[config.mk]
export PLATFORM = sky130hd
export DESIGN_NAME = tsmu_unit_flat
export DESIGN_NICKNAME = d
export VERILOG_FILES = /design/src/verilog/tsmu_pkg.sv /design/src/verilog/tsmu_link_if.sv /design/src/verilog/tsmu_unit.sv /design/src/verilog/tsmu_ptr_step.sv /design/src/flat_wrapper.sv
export SDC_FILE = /design/constraint.sdc
export NUM_CORES = 1
export LEC_CHECK = 0
export BUFFER_PORTS_ARGS = -buffer_cell sky130_fd_sc_hd__clkbuf_2
export CAP_MARGIN = 20
export CORE_ASPECT_RATIO = 0.9
export CORE_UTILIZATION = 57
export CTS_CLUSTER_DIAMETER = 80
export DETAILED_ROUTE_END_ITERATION = 8
export GPL_ROUTABILITY_DRIVEN = 0
export PLACE_DENSITY = 0.87
export SYNTH_ARGS = -nofsm -noshare
export SYNTH_HDL_FRONTEND = slang
export SYNTH_SLANG_ARGS = --single-unit
[constraint.sdc]
create_clock -name pclk -period 4.3 [get_ports pclk]
set_input_delay 0.215 -clock pclk [delete_from_list [all_inputs] [get_ports pclk]]
set_output_delay 0.215 -clock pclk [all_outputs]
set_load 0.01 [all_outputs]
[src/verilog/tsmu_pkg.sv]
// Functional notes
// - Equal search scans up to 255 words.
// - Sequencer puts length in stack level two.
// - Sequencer puts start in level one, offset in accumulator.
// - Equal hit returns its offset in accumulator.
// - Bad offset or miss sets error; miss returns zero.
// - Search offset is accumulator low sixteen bits.
// - Error flag holds until next search; limit flag until next move or scan end.
// - Greater search finds first word above operand.
// - Greater search: length level one, start accumulator.
// - Greater miss returns zero and sets error.
// - Move copies selected word, then pointer plus one.
// - Table start word is the pointer, data follows.
// - Move runs once per scan while enabled.
// - Pointer counts to length, then wraps to one.
// - Pointer zero and one both pick first word.
// - Limit flag at pointer equals length, until scan end.
// - Sequencer puts move length level one, start accumulator.
// - Program should one-shot the enable for single runs.
// - Program preloads the pointer word only once.
// - All table words are sixteen bits.
package tsmu_pkg;

    localparam int WORD_W = 16;
    localparam int ACC_W  = 32;
    localparam int LEN_W  = 8;

    typedef enum logic [1:0] {
        TSMU_OP_FIND = 2'b00,
        TSMU_OP_GRT  = 2'b01,
        TSMU_OP_TTD  = 2'b10
    } tsmu_op_e;

    // Register offsets of the sequencer end.
    localparam logic [7:0] OFS_CTRL    = 8'h00;
    localparam logic [7:0] OFS_OPERAND = 8'h04;
    localparam logic [7:0] OFS_STACK1  = 8'h08;
    localparam logic [7:0] OFS_STACK2  = 8'h0c;
    localparam logic [7:0] OFS_ACC     = 8'h10;
    localparam logic [7:0] OFS_STATUS  = 8'h14;

    // Control register fields.
    localparam int CTRL_START    = 0;
    localparam int CTRL_OP_LO    = 1;
    localparam int CTRL_TTD_EN   = 3;
    localparam int CTRL_SCAN_END = 4;

    // Status register fields.
    localparam int STAT_BUSY  = 0;
    localparam int STAT_TERR  = 1;
    localparam int STAT_PLIM  = 2;
    localparam int STAT_DONE  = 3;

    localparam logic [15:0] RST_WORD = 16'h0000;
    localparam logic [31:0] RST_ACC  = 32'h0000_0000;

endpackage : tsmu_pkg

[src/verilog/tsmu_link_if.sv]
`timescale 1ns/1ns
interface tsmu_link_if;
    logic                           start;
    tsmu_pkg::tsmu_op_e             op;
    logic [tsmu_pkg::WORD_W-1:0]    operand;
    logic [tsmu_pkg::WORD_W-1:0]    stack1;
    logic [tsmu_pkg::WORD_W-1:0]    stack2;
    logic [tsmu_pkg::ACC_W-1:0]     acc_in;
    logic                           scan_end;
    logic                           busy;
    logic                           done;
    logic                           acc_we;
    logic [tsmu_pkg::ACC_W-1:0]     acc_out;
    logic                           table_error_flag;
    logic                           pointer_limit_flag;

    modport dev (
        input  start, op, operand, stack1, stack2, acc_in, scan_end,
        output busy, done, acc_we, acc_out, table_error_flag, pointer_limit_flag
    );
    modport seq (
        output start, op, operand, stack1, stack2, acc_in, scan_end,
        input  busy, done, acc_we, acc_out, table_error_flag, pointer_limit_flag
    );
endinterface : tsmu_link_if

[src/verilog/tsmu_unit.sv]
`timescale 1ns/1ns
module tsmu_unit (
    // Clock and reset.
    input  wire logic        pclk,
    input  wire logic        presetn,
    // Link to the sequencer.
    tsmu_link_if.dev         link,
    // Data memory port.
    output logic             mem_rd,
    output logic             mem_we,
    output logic [15:0]      mem_addr,
    output logic [15:0]      mem_wdata,
    input  wire logic [15:0] mem_rdata
);

    typedef enum logic [3:0] {
        S_IDLE  = 4'b0000,
        S_CHECK = 4'b0001,
        S_WAIT  = 4'b0010,
        S_CMP   = 4'b0011,
        S_TSEL  = 4'b0100,
        S_TWAIT = 4'b0101,
        S_TDATA = 4'b0110,
        S_TMOV  = 4'b0111,
        S_TPTR  = 4'b1000,
        S_FIN   = 4'b1001
    } tsmu_state_e;

    tsmu_state_e        state;
    tsmu_pkg::tsmu_op_e op_q;
    logic [15:0]        base;
    logic [15:0]        idx;
    logic [7:0]         len;
    logic [15:0]        ptr_q;
    logic [15:0]        result;
    logic               err;
    logic               is_search;

    ////////////////////////////////////////////////////////////////////////////////
    // Decoding.
    ////////////////////////////////////////////////////////////////////////////////

    wire logic [15:0] sel;
    wire logic [15:0] next_ptr;
    wire logic        at_limit;
    wire logic        out_range;
    wire logic        idx_out;
    wire logic        hit;
    wire logic        is_ttd;

    tsmu_ptr_step u_step (
        .ptr       (ptr_q),
        .len       (len),
        .sel       (sel),
        .next_ptr  (next_ptr),
        .at_limit  (at_limit),
        .out_range (out_range)
    );

    assign is_ttd  = (op_q == tsmu_pkg::TSMU_OP_TTD);
    assign idx_out = (idx >= {8'h00, len});
    assign hit     = (op_q == tsmu_pkg::TSMU_OP_FIND) ? (mem_rdata == link.operand)
                                                      : (mem_rdata > link.operand);

    ////////////////////////////////////////////////////////////////////////////////
    // Sequencing.
    ////////////////////////////////////////////////////////////////////////////////

    always_ff @(posedge pclk or negedge presetn) begin
        if (!presetn) begin
            state <= S_IDLE;
            op_q  <= tsmu_pkg::TSMU_OP_FIND;
            base  <= tsmu_pkg::RST_WORD;
            idx   <= tsmu_pkg::RST_WORD;
            len   <= 8'h00;
            ptr_q <= tsmu_pkg::RST_WORD;
            result <= tsmu_pkg::RST_WORD;
            err   <= 1'b0;
            is_search <= 1'b0;
            mem_rd <= 1'b0;
            mem_we <= 1'b0;
            mem_addr <= tsmu_pkg::RST_WORD;
            mem_wdata <= tsmu_pkg::RST_WORD;
            link.busy <= 1'b0;
            link.done <= 1'b0;
            link.acc_we <= 1'b0;
            link.acc_out <= tsmu_pkg::RST_ACC;
        end else begin
            mem_rd <= 1'b0;
            mem_we <= 1'b0;
            link.done <= 1'b0;
            link.acc_we <= 1'b0;
            unique case (state)
                S_IDLE: begin
                    if (link.start) begin
                        link.busy <= 1'b1;
                        op_q <= link.op;
                        state <= S_CHECK;
                        is_search <= (link.op != tsmu_pkg::TSMU_OP_TTD);
                        if (link.op == tsmu_pkg::TSMU_OP_FIND) begin
                            len  <= link.stack2[7:0];
                            base <= link.stack1;
                            idx  <= link.acc_in[15:0];
                        end else begin
                            len  <= link.stack1[7:0];
                            base <= link.acc_in[15:0];
                            idx  <= tsmu_pkg::RST_WORD;
                        end
                    end
                end
                S_CHECK: begin
                    if (is_ttd) begin
                        mem_rd <= 1'b1;
                        mem_addr <= base;
                        state <= S_WAIT;
                    end else if (idx_out) begin
                        err <= 1'b1;
                        result <= tsmu_pkg::RST_WORD;
                        state <= S_FIN;
                    end else begin
                        mem_rd <= 1'b1;
                        mem_addr <= base + idx;
                        state <= S_WAIT;
                    end
                end
                S_WAIT: begin
                    state <= S_CMP;
                end
                S_CMP: begin
                    if (is_ttd) begin
                        ptr_q <= mem_rdata;
                        state <= S_TSEL;
                    end else if (hit) begin
                        err <= 1'b0;
                        result <= idx;
                        state <= S_FIN;
                    end else begin
                        idx <= idx + 16'h0001;
                        state <= S_CHECK;
                    end
                end
                S_TSEL: begin
                    if (out_range) begin
                        state <= S_FIN;
                    end else begin
                        mem_rd <= 1'b1;
                        mem_addr <= base + sel;
                        state <= S_TWAIT;
                    end
                end
                S_TWAIT: begin
                    state <= S_TDATA;
                end
                S_TDATA: begin
                    mem_we <= 1'b1;
                    mem_addr <= link.operand;
                    mem_wdata <= mem_rdata;
                    state <= S_TMOV;
                end
                S_TMOV: begin
                    mem_we <= 1'b1;
                    mem_addr <= base;
                    mem_wdata <= next_ptr;
                    state <= S_TPTR;
                end
                S_TPTR: begin
                    state <= S_FIN;
                end
                S_FIN: begin
                    link.busy <= 1'b0;
                    link.done <= 1'b1;
                    link.acc_we <= is_search;
                    link.acc_out <= {16'h0000, result};
                    state <= S_IDLE;
                end
                default: begin
                    state <= S_IDLE;
                end
            endcase
        end
    end

    ////////////////////////////////////////////////////////////////////////////////
    // Status flags.
    ////////////////////////////////////////////////////////////////////////////////

    wire logic fin_search;
    wire logic ptr_update;

    assign fin_search = (state == S_FIN) && is_search;
    assign ptr_update = (state == S_TMOV);

    always_ff @(posedge pclk or negedge presetn) begin
        if (!presetn) begin
            link.table_error_flag <= 1'b0;
        end else if (fin_search) begin
            link.table_error_flag <= err;
        end
    end

    always_ff @(posedge pclk or negedge presetn) begin
        if (!presetn) begin
            link.pointer_limit_flag <= 1'b0;
        end else if (ptr_update) begin
            link.pointer_limit_flag <= at_limit;
        end else if (link.scan_end) begin
            link.pointer_limit_flag <= 1'b0;
        end
    end

endmodule : tsmu_unit

[src/verilog/tsmu_ptr_step.sv]
`timescale 1ns/1ns
module tsmu_ptr_step (
    // Pointer and table length.
    input  wire logic [15:0] ptr,
    input  wire logic [7:0]  len,
    // Derived selection and next pointer.
    output wire logic [15:0] sel,
    output wire logic [15:0] next_ptr,
    output wire logic        at_limit,
    output wire logic        out_range
);
    wire logic [15:0] len_w;

    assign len_w     = {8'h00, len};
    assign sel       = (ptr == 16'h0000) ? 16'h0001 : ptr;
    assign out_range = (len == 8'h00) || (ptr > len_w);
    assign next_ptr  = (ptr == len_w) ? 16'h0001 : ptr + 16'h0001;
    assign at_limit  = (next_ptr == len_w);
endmodule : tsmu_ptr_step

[src/flat_wrapper.sv]
// flat-port wrapper written by rule: the top's interface ports become plain ports
module tsmu_unit_flat 
  (pclk, presetn, mem_rd, mem_we, mem_addr, mem_wdata, mem_rdata, link_start, link_op, link_operand, link_stack1, link_stack2, link_acc_in, link_scan_end, link_busy, link_done, link_acc_we, link_acc_out, link_table_error_flag, link_pointer_limit_flag);
  tsmu_link_if link_i ();
  input  wire logic pclk;
  input  wire logic presetn;
  output logic mem_rd;
  output logic mem_we;
  output logic [15:0] mem_addr;
  output logic [15:0] mem_wdata;
  input  wire logic [15:0] mem_rdata;
  input wire logic [$bits(link_i.start)-1:0] link_start;
  input wire logic [$bits(link_i.op)-1:0] link_op;
  input wire logic [$bits(link_i.operand)-1:0] link_operand;
  input wire logic [$bits(link_i.stack1)-1:0] link_stack1;
  input wire logic [$bits(link_i.stack2)-1:0] link_stack2;
  input wire logic [$bits(link_i.acc_in)-1:0] link_acc_in;
  input wire logic [$bits(link_i.scan_end)-1:0] link_scan_end;
  output wire logic [$bits(link_i.busy)-1:0] link_busy;
  output wire logic [$bits(link_i.done)-1:0] link_done;
  output wire logic [$bits(link_i.acc_we)-1:0] link_acc_we;
  output wire logic [$bits(link_i.acc_out)-1:0] link_acc_out;
  output wire logic [$bits(link_i.table_error_flag)-1:0] link_table_error_flag;
  output wire logic [$bits(link_i.pointer_limit_flag)-1:0] link_pointer_limit_flag;
  assign link_i.start = link_start;
  assign link_i.op = link_op;
  assign link_i.operand = link_operand;
  assign link_i.stack1 = link_stack1;
  assign link_i.stack2 = link_stack2;
  assign link_i.acc_in = link_acc_in;
  assign link_i.scan_end = link_scan_end;
  assign link_busy = link_i.busy;
  assign link_done = link_i.done;
  assign link_acc_we = link_i.acc_we;
  assign link_acc_out = link_i.acc_out;
  assign link_table_error_flag = link_i.table_error_flag;
  assign link_pointer_limit_flag = link_i.pointer_limit_flag;
  tsmu_unit u_core (.pclk(pclk), .presetn(presetn), .link(link_i), .mem_rd(mem_rd), .mem_we(mem_we), .mem_addr(mem_addr), .mem_wdata(mem_wdata), .mem_rdata(mem_rdata));
endmodule
### Word-level counts from Yosys, hierarchy flattened

Cells that the tools add are included.

* logic and storage cells: 111
* output and inout bits: 71
* bits in registers: 135
* input port bits: 102

* equal/unequal tests: 22
* $lt $le $gt $ge: 3
* add/sub/neg operators: 4
* reduce and logical (&&, ||, !) cells: 20
* mux-type cells: 43

Operators by type and width (count)
* 16-bit 2-to-1 mux: 14
* 16-bit case mux with 2 select lines: 3
* 16-bit case mux with 4 select lines: 1
* 4-bit case mux with 9 select lines: 1
* 16-bit by 1-bit adder with 16-bit output (second input constant): 2
* 16-bit adder: 2
* 16-bit by 8-bit equality test with 1-bit output: 2
* 4-bit 2-to-1 mux: 6
* 16-bit equality test: 1
* 4-bit by 3-bit equality test with 1-bit output (second input constant): 4
* 16-bit by 8-bit >= comparator with 1-bit output: 1
* 16-bit greater-than comparator: 1
* 16-bit by 8-bit greater-than comparator with 1-bit output: 1
* 16-bit logical NOT: 1
* 1-bit 2-to-1 mux: 14
* 2-bit inequality test (second input constant): 6
* 2-bit nonzero test: 5
* 4-bit by 2-bit equality test with 1-bit output (second input constant): 2
* 4-bit equality test (second input constant): 2
* 8-bit logical NOT: 1
* 8-bit 2-to-1 mux: 1
* 1-bit case mux with 2 select lines: 3
* 2-bit AND reduction: 3
* 5-bit AND reduction: 1
* other kinds (12): 14

### Longest topological paths before layout

* word-level depth: 5
* gate-level depth with buffers: 16
* depth with buffers taken out: 16

### Hierarchy

From an unflattened synthesis, not the netlist that was laid out.

* cells, all modules: 1100
* area, all modules: 9699.3 µm²

By module, submodules not included
* tsmu_unit: times used 1, cells each 951, area an instance 8748.4 µm², sequential area each 3378.2 µm²
* tsmu_ptr_step: times used 1, cells each 149, area an instance 950.9 µm², sequential area each 0.0 µm²

### Worst setup path after synthesis

OpenSTA, ideal clock, no wires.

* kind: register to register
* from: register u_core.ptr_q[12]
* to: register u_core.mem_addr[13]
* path buffers: 0
* clock period less this slack: 3009 ps
* slack: 1291 ps
* library setup time: 86 ps
* data required time: 4214 ps
* arrival: 2924 ps
* cell stages (with the launch flop): 15
* cell sequence: dfrtp_1 > nor4_1 > and2_1 > nand3_1 > nand2_1 > inv_1 > ha_1 > a211oi_1 > o21ai_0 > a31oi_1 > o21ai_1 > and2_1 > o31ai_1 > o21ai_0 > a32oi_1

* word-level cells in the longest chain between the ends: 5
* elaborated cells between the ends (all ways): 9
* those cells by class: 1 x add/sub; 1 x order compare; 1 x eq/ne; 3 x mux; 3 x reduce/logical

Ends and longest elaborated chain
* start, declared: line tsmu_unit.sv:34 `logic [15:0] ptr_q;`
* start signal, assigned: line tsmu_unit.sv:76 `ptr_q <= tsmu_pkg::RST_WORD;`
* start signal, assigned: line tsmu_unit.sv:131 `ptr_q <= mem_rdata;`
* 16-bit logical NOT: line tsmu_ptr_step.sv:15 `assign sel = (ptr == 16'h0000) ? 16'h0001 : ptr;`
* 16-bit 2-to-1 mux: line tsmu_ptr_step.sv:15
* 16-bit adder: line tsmu_unit.sv:147 `mem_addr <= base + sel;`
* 16-bit 2-to-1 mux: line tsmu_unit.sv:143 `if (out_range) begin`
* 16-bit case mux with 4 select lines: line tsmu_unit.sv:93 `unique case (state)`
* end signal, assigned: line tsmu_unit.sv:147
* end signal, assigned: line tsmu_unit.sv:156 `mem_addr <= link.operand;`
* end signal, assigned: line tsmu_unit.sv:162 `mem_addr <= base;`
* end, declared: line tsmu_unit.sv:11 `output logic [15:0] mem_addr,`

Parallel ways exist; a longest one is shown, timed or not. The select of a mux whose other input is x is not followed.
A chain may end at the register's enable or synchronous reset.

### Worst setup path in the final report

* from: register u_core.ptr_q[8]
* to: register u_core.mem_addr[13]

Same word-level chain as after synthesis.

==> reports/summary.txt <==
Status - finished, final reports clean
Post-route minimum period - 3.76 ns
Relative slew margins - 0.363
Starting density of the core - 0.594
Synthesized area - 9320 sq um
Crit path DAT - 4.12 ns
WP data required - 4.66 ns
Fraction of layout cells with a size suffix above 1 - 0.199
Post-synth top area share - 0.362
Min-Delay Path Class - input pin to flop
Max Fclk - 266 MHz
Vias - 9022
Yosys cell types - 71
Final hold viol count - 0
Final slew viol count - 0
DIE HEIGHT - 123 um
HP Start - link_acc_in[11]
TNS Setup - 0 ns
Total chip power - 8.97 mW
CTS tree - built
Placed Area - 10100 sq um
Post-CTS resize count - 0
Cell Pwr Density - 834 nW/um^2
Nets - 1325
Gr ovfl total - 0
TritonCTS Buffers - 17
Reg2reg path depth - 14
Crit-path slowest cell - dfrtp_1
CP peak stage delay - 0.46 ns
Synth area leaders - dfrtp_1 36%, ha_1 8.7%, o21ai_0 5.5%
Die X - 137 um
Hold endpoint - u_core.idx[11]
Slew @ Worst Pin - 0.952 ns
Setup crit end kind - flop
Row cnt - 43
Final Skew - 0.00753 ns
Clock Latency Late Sink - 0.44 ns
Clock buffer depth - 2
Critical path class - flop to flop
VDD IR-drop max - 0.495 mV
Number of synthesis warnings - 0
I/O pin cnt - 173
Root Driver - clkbuf_16
Final HPWL DP - 20.2 mm
Setup violators final - 0
Critical-path cell list - nor4_1, and2_1, nand3_1, nand2_1, inv_1, ha_1, a211oi_1, o21ai_0, a31oi_1, o21ai_1, and2_1, o31ai_1, o21ai_0, a32oi_1
Synth Area per Inst - 8.89 sq um
Startpoint Class - flop
Fin worst setup slack - 0.540 ns
R2r setup slk - 0.54 ns
Post-synth EDFFs - 0
R2R Path End - u_core.mem_addr[13]
Worst slack, placed - 0.734 ns
P&R area growth vs syn - 15.3%
Residual DRC - 0
Buffers on Ports - 132
Worst-path maximum fanout - 6
Sequential area share after synthesis - 0.362
H-tree Lvls - 4
DR vias/cell - 6.58
WL per Instance - 20.5 um
Total wire length - 28.2 mm
Cells after Synth - 1049
Fillers - 1173
Hold Path Stages - 3
# clock sinks - 135
RSZ-0062 raised after global routing - no
GRT Overall Usage - 0.349
Most used DFF post-synth - dfrtp_1
Setup Fix Bufs, Post-CTS - 0
Hold-fix buffers, CTS - 1
Worst reg2reg path startpoint - u_core.ptr_q[8]
Initial antenna violation count - 1
Fin area - 10800 sq um
Fin crit share - 0.875
Die area - 16900 sq um
Post-synth ARST share - 1.00
Max-cap violations - 0
Yosys reg bits - 135
Global-route wire length before repair - 44.3 mm
DRT antenna net count - 0
Lkg Pwr - 5.10 nW
Clock transition at path regs - 0.06 ns
Area leader, netlist - dfrtp_1
Pre-antenna DRT Iters - 7
Core ar. - 15700 sq um
Largest net degree at the start of global routing - 69
N_diodes - 0
1st-iter DRT viols - 1215
Vias in the first global route - 8290
logic make-up (layout without fill, tap and decap cells):
| group | Yosys count | count (layout) | share of synthesized area |
|---|---|---|---|
| other | 1 | 16 | 0.000402 |
| flip-flops | 135 | 135 | 0.362 |
| AND/OR/NAND/NOR | 307 | 307 | 0.157 |
| adder cells (fa/ha/maj) | 67 | 67 | 0.0915 |
| multiplexers | 78 | 78 | 0.0888 |
| buffers and inverters | 120 | 225 | 0.0569 |
| AO/OA/AOI/OAI | 302 | 302 | 0.206 |
| XOR/XNOR | 39 | 39 | 0.0366 |
critical path, delay by kind of cell (launching register included):
family	cells	cell delay (ns)
simple gates	5	1.11
fa+ha+maj	1	0.28
flops	1	0.46
compound gates	7	1.76
buf+inv	1	0.06
cell type report:
cell class	count	area, sq um	area share
timing repair buffer	149	825	0.0767
sequential	135	3380	0.314
inverter	44	165	0.0154
clock inverter	14	184	0.0171
multi-input combinational	809	5510	0.512
clock buffer	18	439	0.0408
tap	202	253	0.0235
worst max-delay path by stage:
stage / start / end / cells after the start
after floorplan: u_core.ptr_q[12] / u_core.mem_addr[13] / 14
after CTS: u_core.ptr_q[12] / u_core.mem_addr[13] / 14
final: u_core.ptr_q[8] / u_core.mem_addr[13] / 14
after detailed placement: u_core.ptr_q[12] / u_core.mem_addr[13] / 14
after global routing: u_core.ptr_q[12] / u_core.mem_addr[13] / 14
after global placement: u_core.ptr_q[12] / u_core.mem_addr[13] / 14
synthesized netlist by cell type, types with 20 or more instances:
cell type  number
dfrtp_1       135
inv_1          44
nand2_1       123
xor2_1         23
ha_1           65
mux2i_1        40
mux2_2         38
a22o_1         20
nor2_1         53
clkbuf_1       43
nand3_1        28
a21oi_1        67
o21ai_0       103
sequential cells by signal (all words and copies together), names as in the netlist:
name                            cells
u_core.err                          1
u_core.ptr_q                       16
u_core.base                        16
u_core.mem_rd                       1
u_core.state                        4
u_core.link.done                    1
u_core.idx                         16
u_core.len                          8
u_core.mem_we                       1
u_core.link.acc_out                16
u_core.link.acc_we                  1
u_core.is_search                    1
u_core.link.table_error_flag        1
u_core.result                      16
u_core.link.busy                    1
u_core.op_q                         2
u_core.mem_addr                    16
u_core.mem_wdata                   16
u_core.link.pointer_limit_flag      1
power breakdown:
group / switching, mW / internal [mW] / total, mW / leakage [nW]
combinational: 2.74 / 2.04 / 4.78 / 3.15
sequential: 0.824 / 1.79 / 2.62 / 1.64
clock: 0.638 / 0.943 / 1.58 / 0.305
cell usage in the layout (no fill, tap or decap), types with 4 or more instances in the layout:
cell,synthesis,layout
dfrtp_1,135,134
clkbuf_2,0,131
nand2_1,123,123
o21ai_0,103,103
a21oi_1,67,67
ha_1,65,65
nor2_1,53,52
inv_1,44,44
mux2i_1,40,40
mux2_2,38,38
nand3_1,28,27
xor2_1,23,23
a22o_1,20,20
clkbuf_16,0,17
nand4_1,16,16
xnor2_1,16,16
a31oi_1,17,16
conb_1,1,16
a21o_1,14,14
nor3_1,15,14
buf_4,18,14
nor2b_1,13,13
nand2b_1,13,13
a211oi_1,11,11
nor4_1,8,8
o211ai_1,8,8
and3_1,8,8
a22oi_1,6,6
o31ai_1,7,6
inv_6,0,6
and2_1,5,5
a222oi_1,5,5
nor3b_1,4,4
o22ai_1,4,4
o21a_1,4,4
per-stage QoR:
step | instances | util | hold WS (ns)
after floorplan | 1064 | - | -0.0806
after global placement | 1336 | 0.642 | 0.249
after detailed placement | 1336 | 0.642 | 0.256
after CTS | 1369 | 0.682 | 0.0377
after global routing | 1371 | 0.685 | 0.0456
final | 1371 | 0.685 | 0.0368
per-layer routing:
layer / wire length (um) / track usage
met5: 13 / 0
met4: 1310 / 0.188
met2: 12700 / 0.522
met1: 11100 / 0.469
met3: 3020 / 0.0800
(Power assumes the default switching activity.)
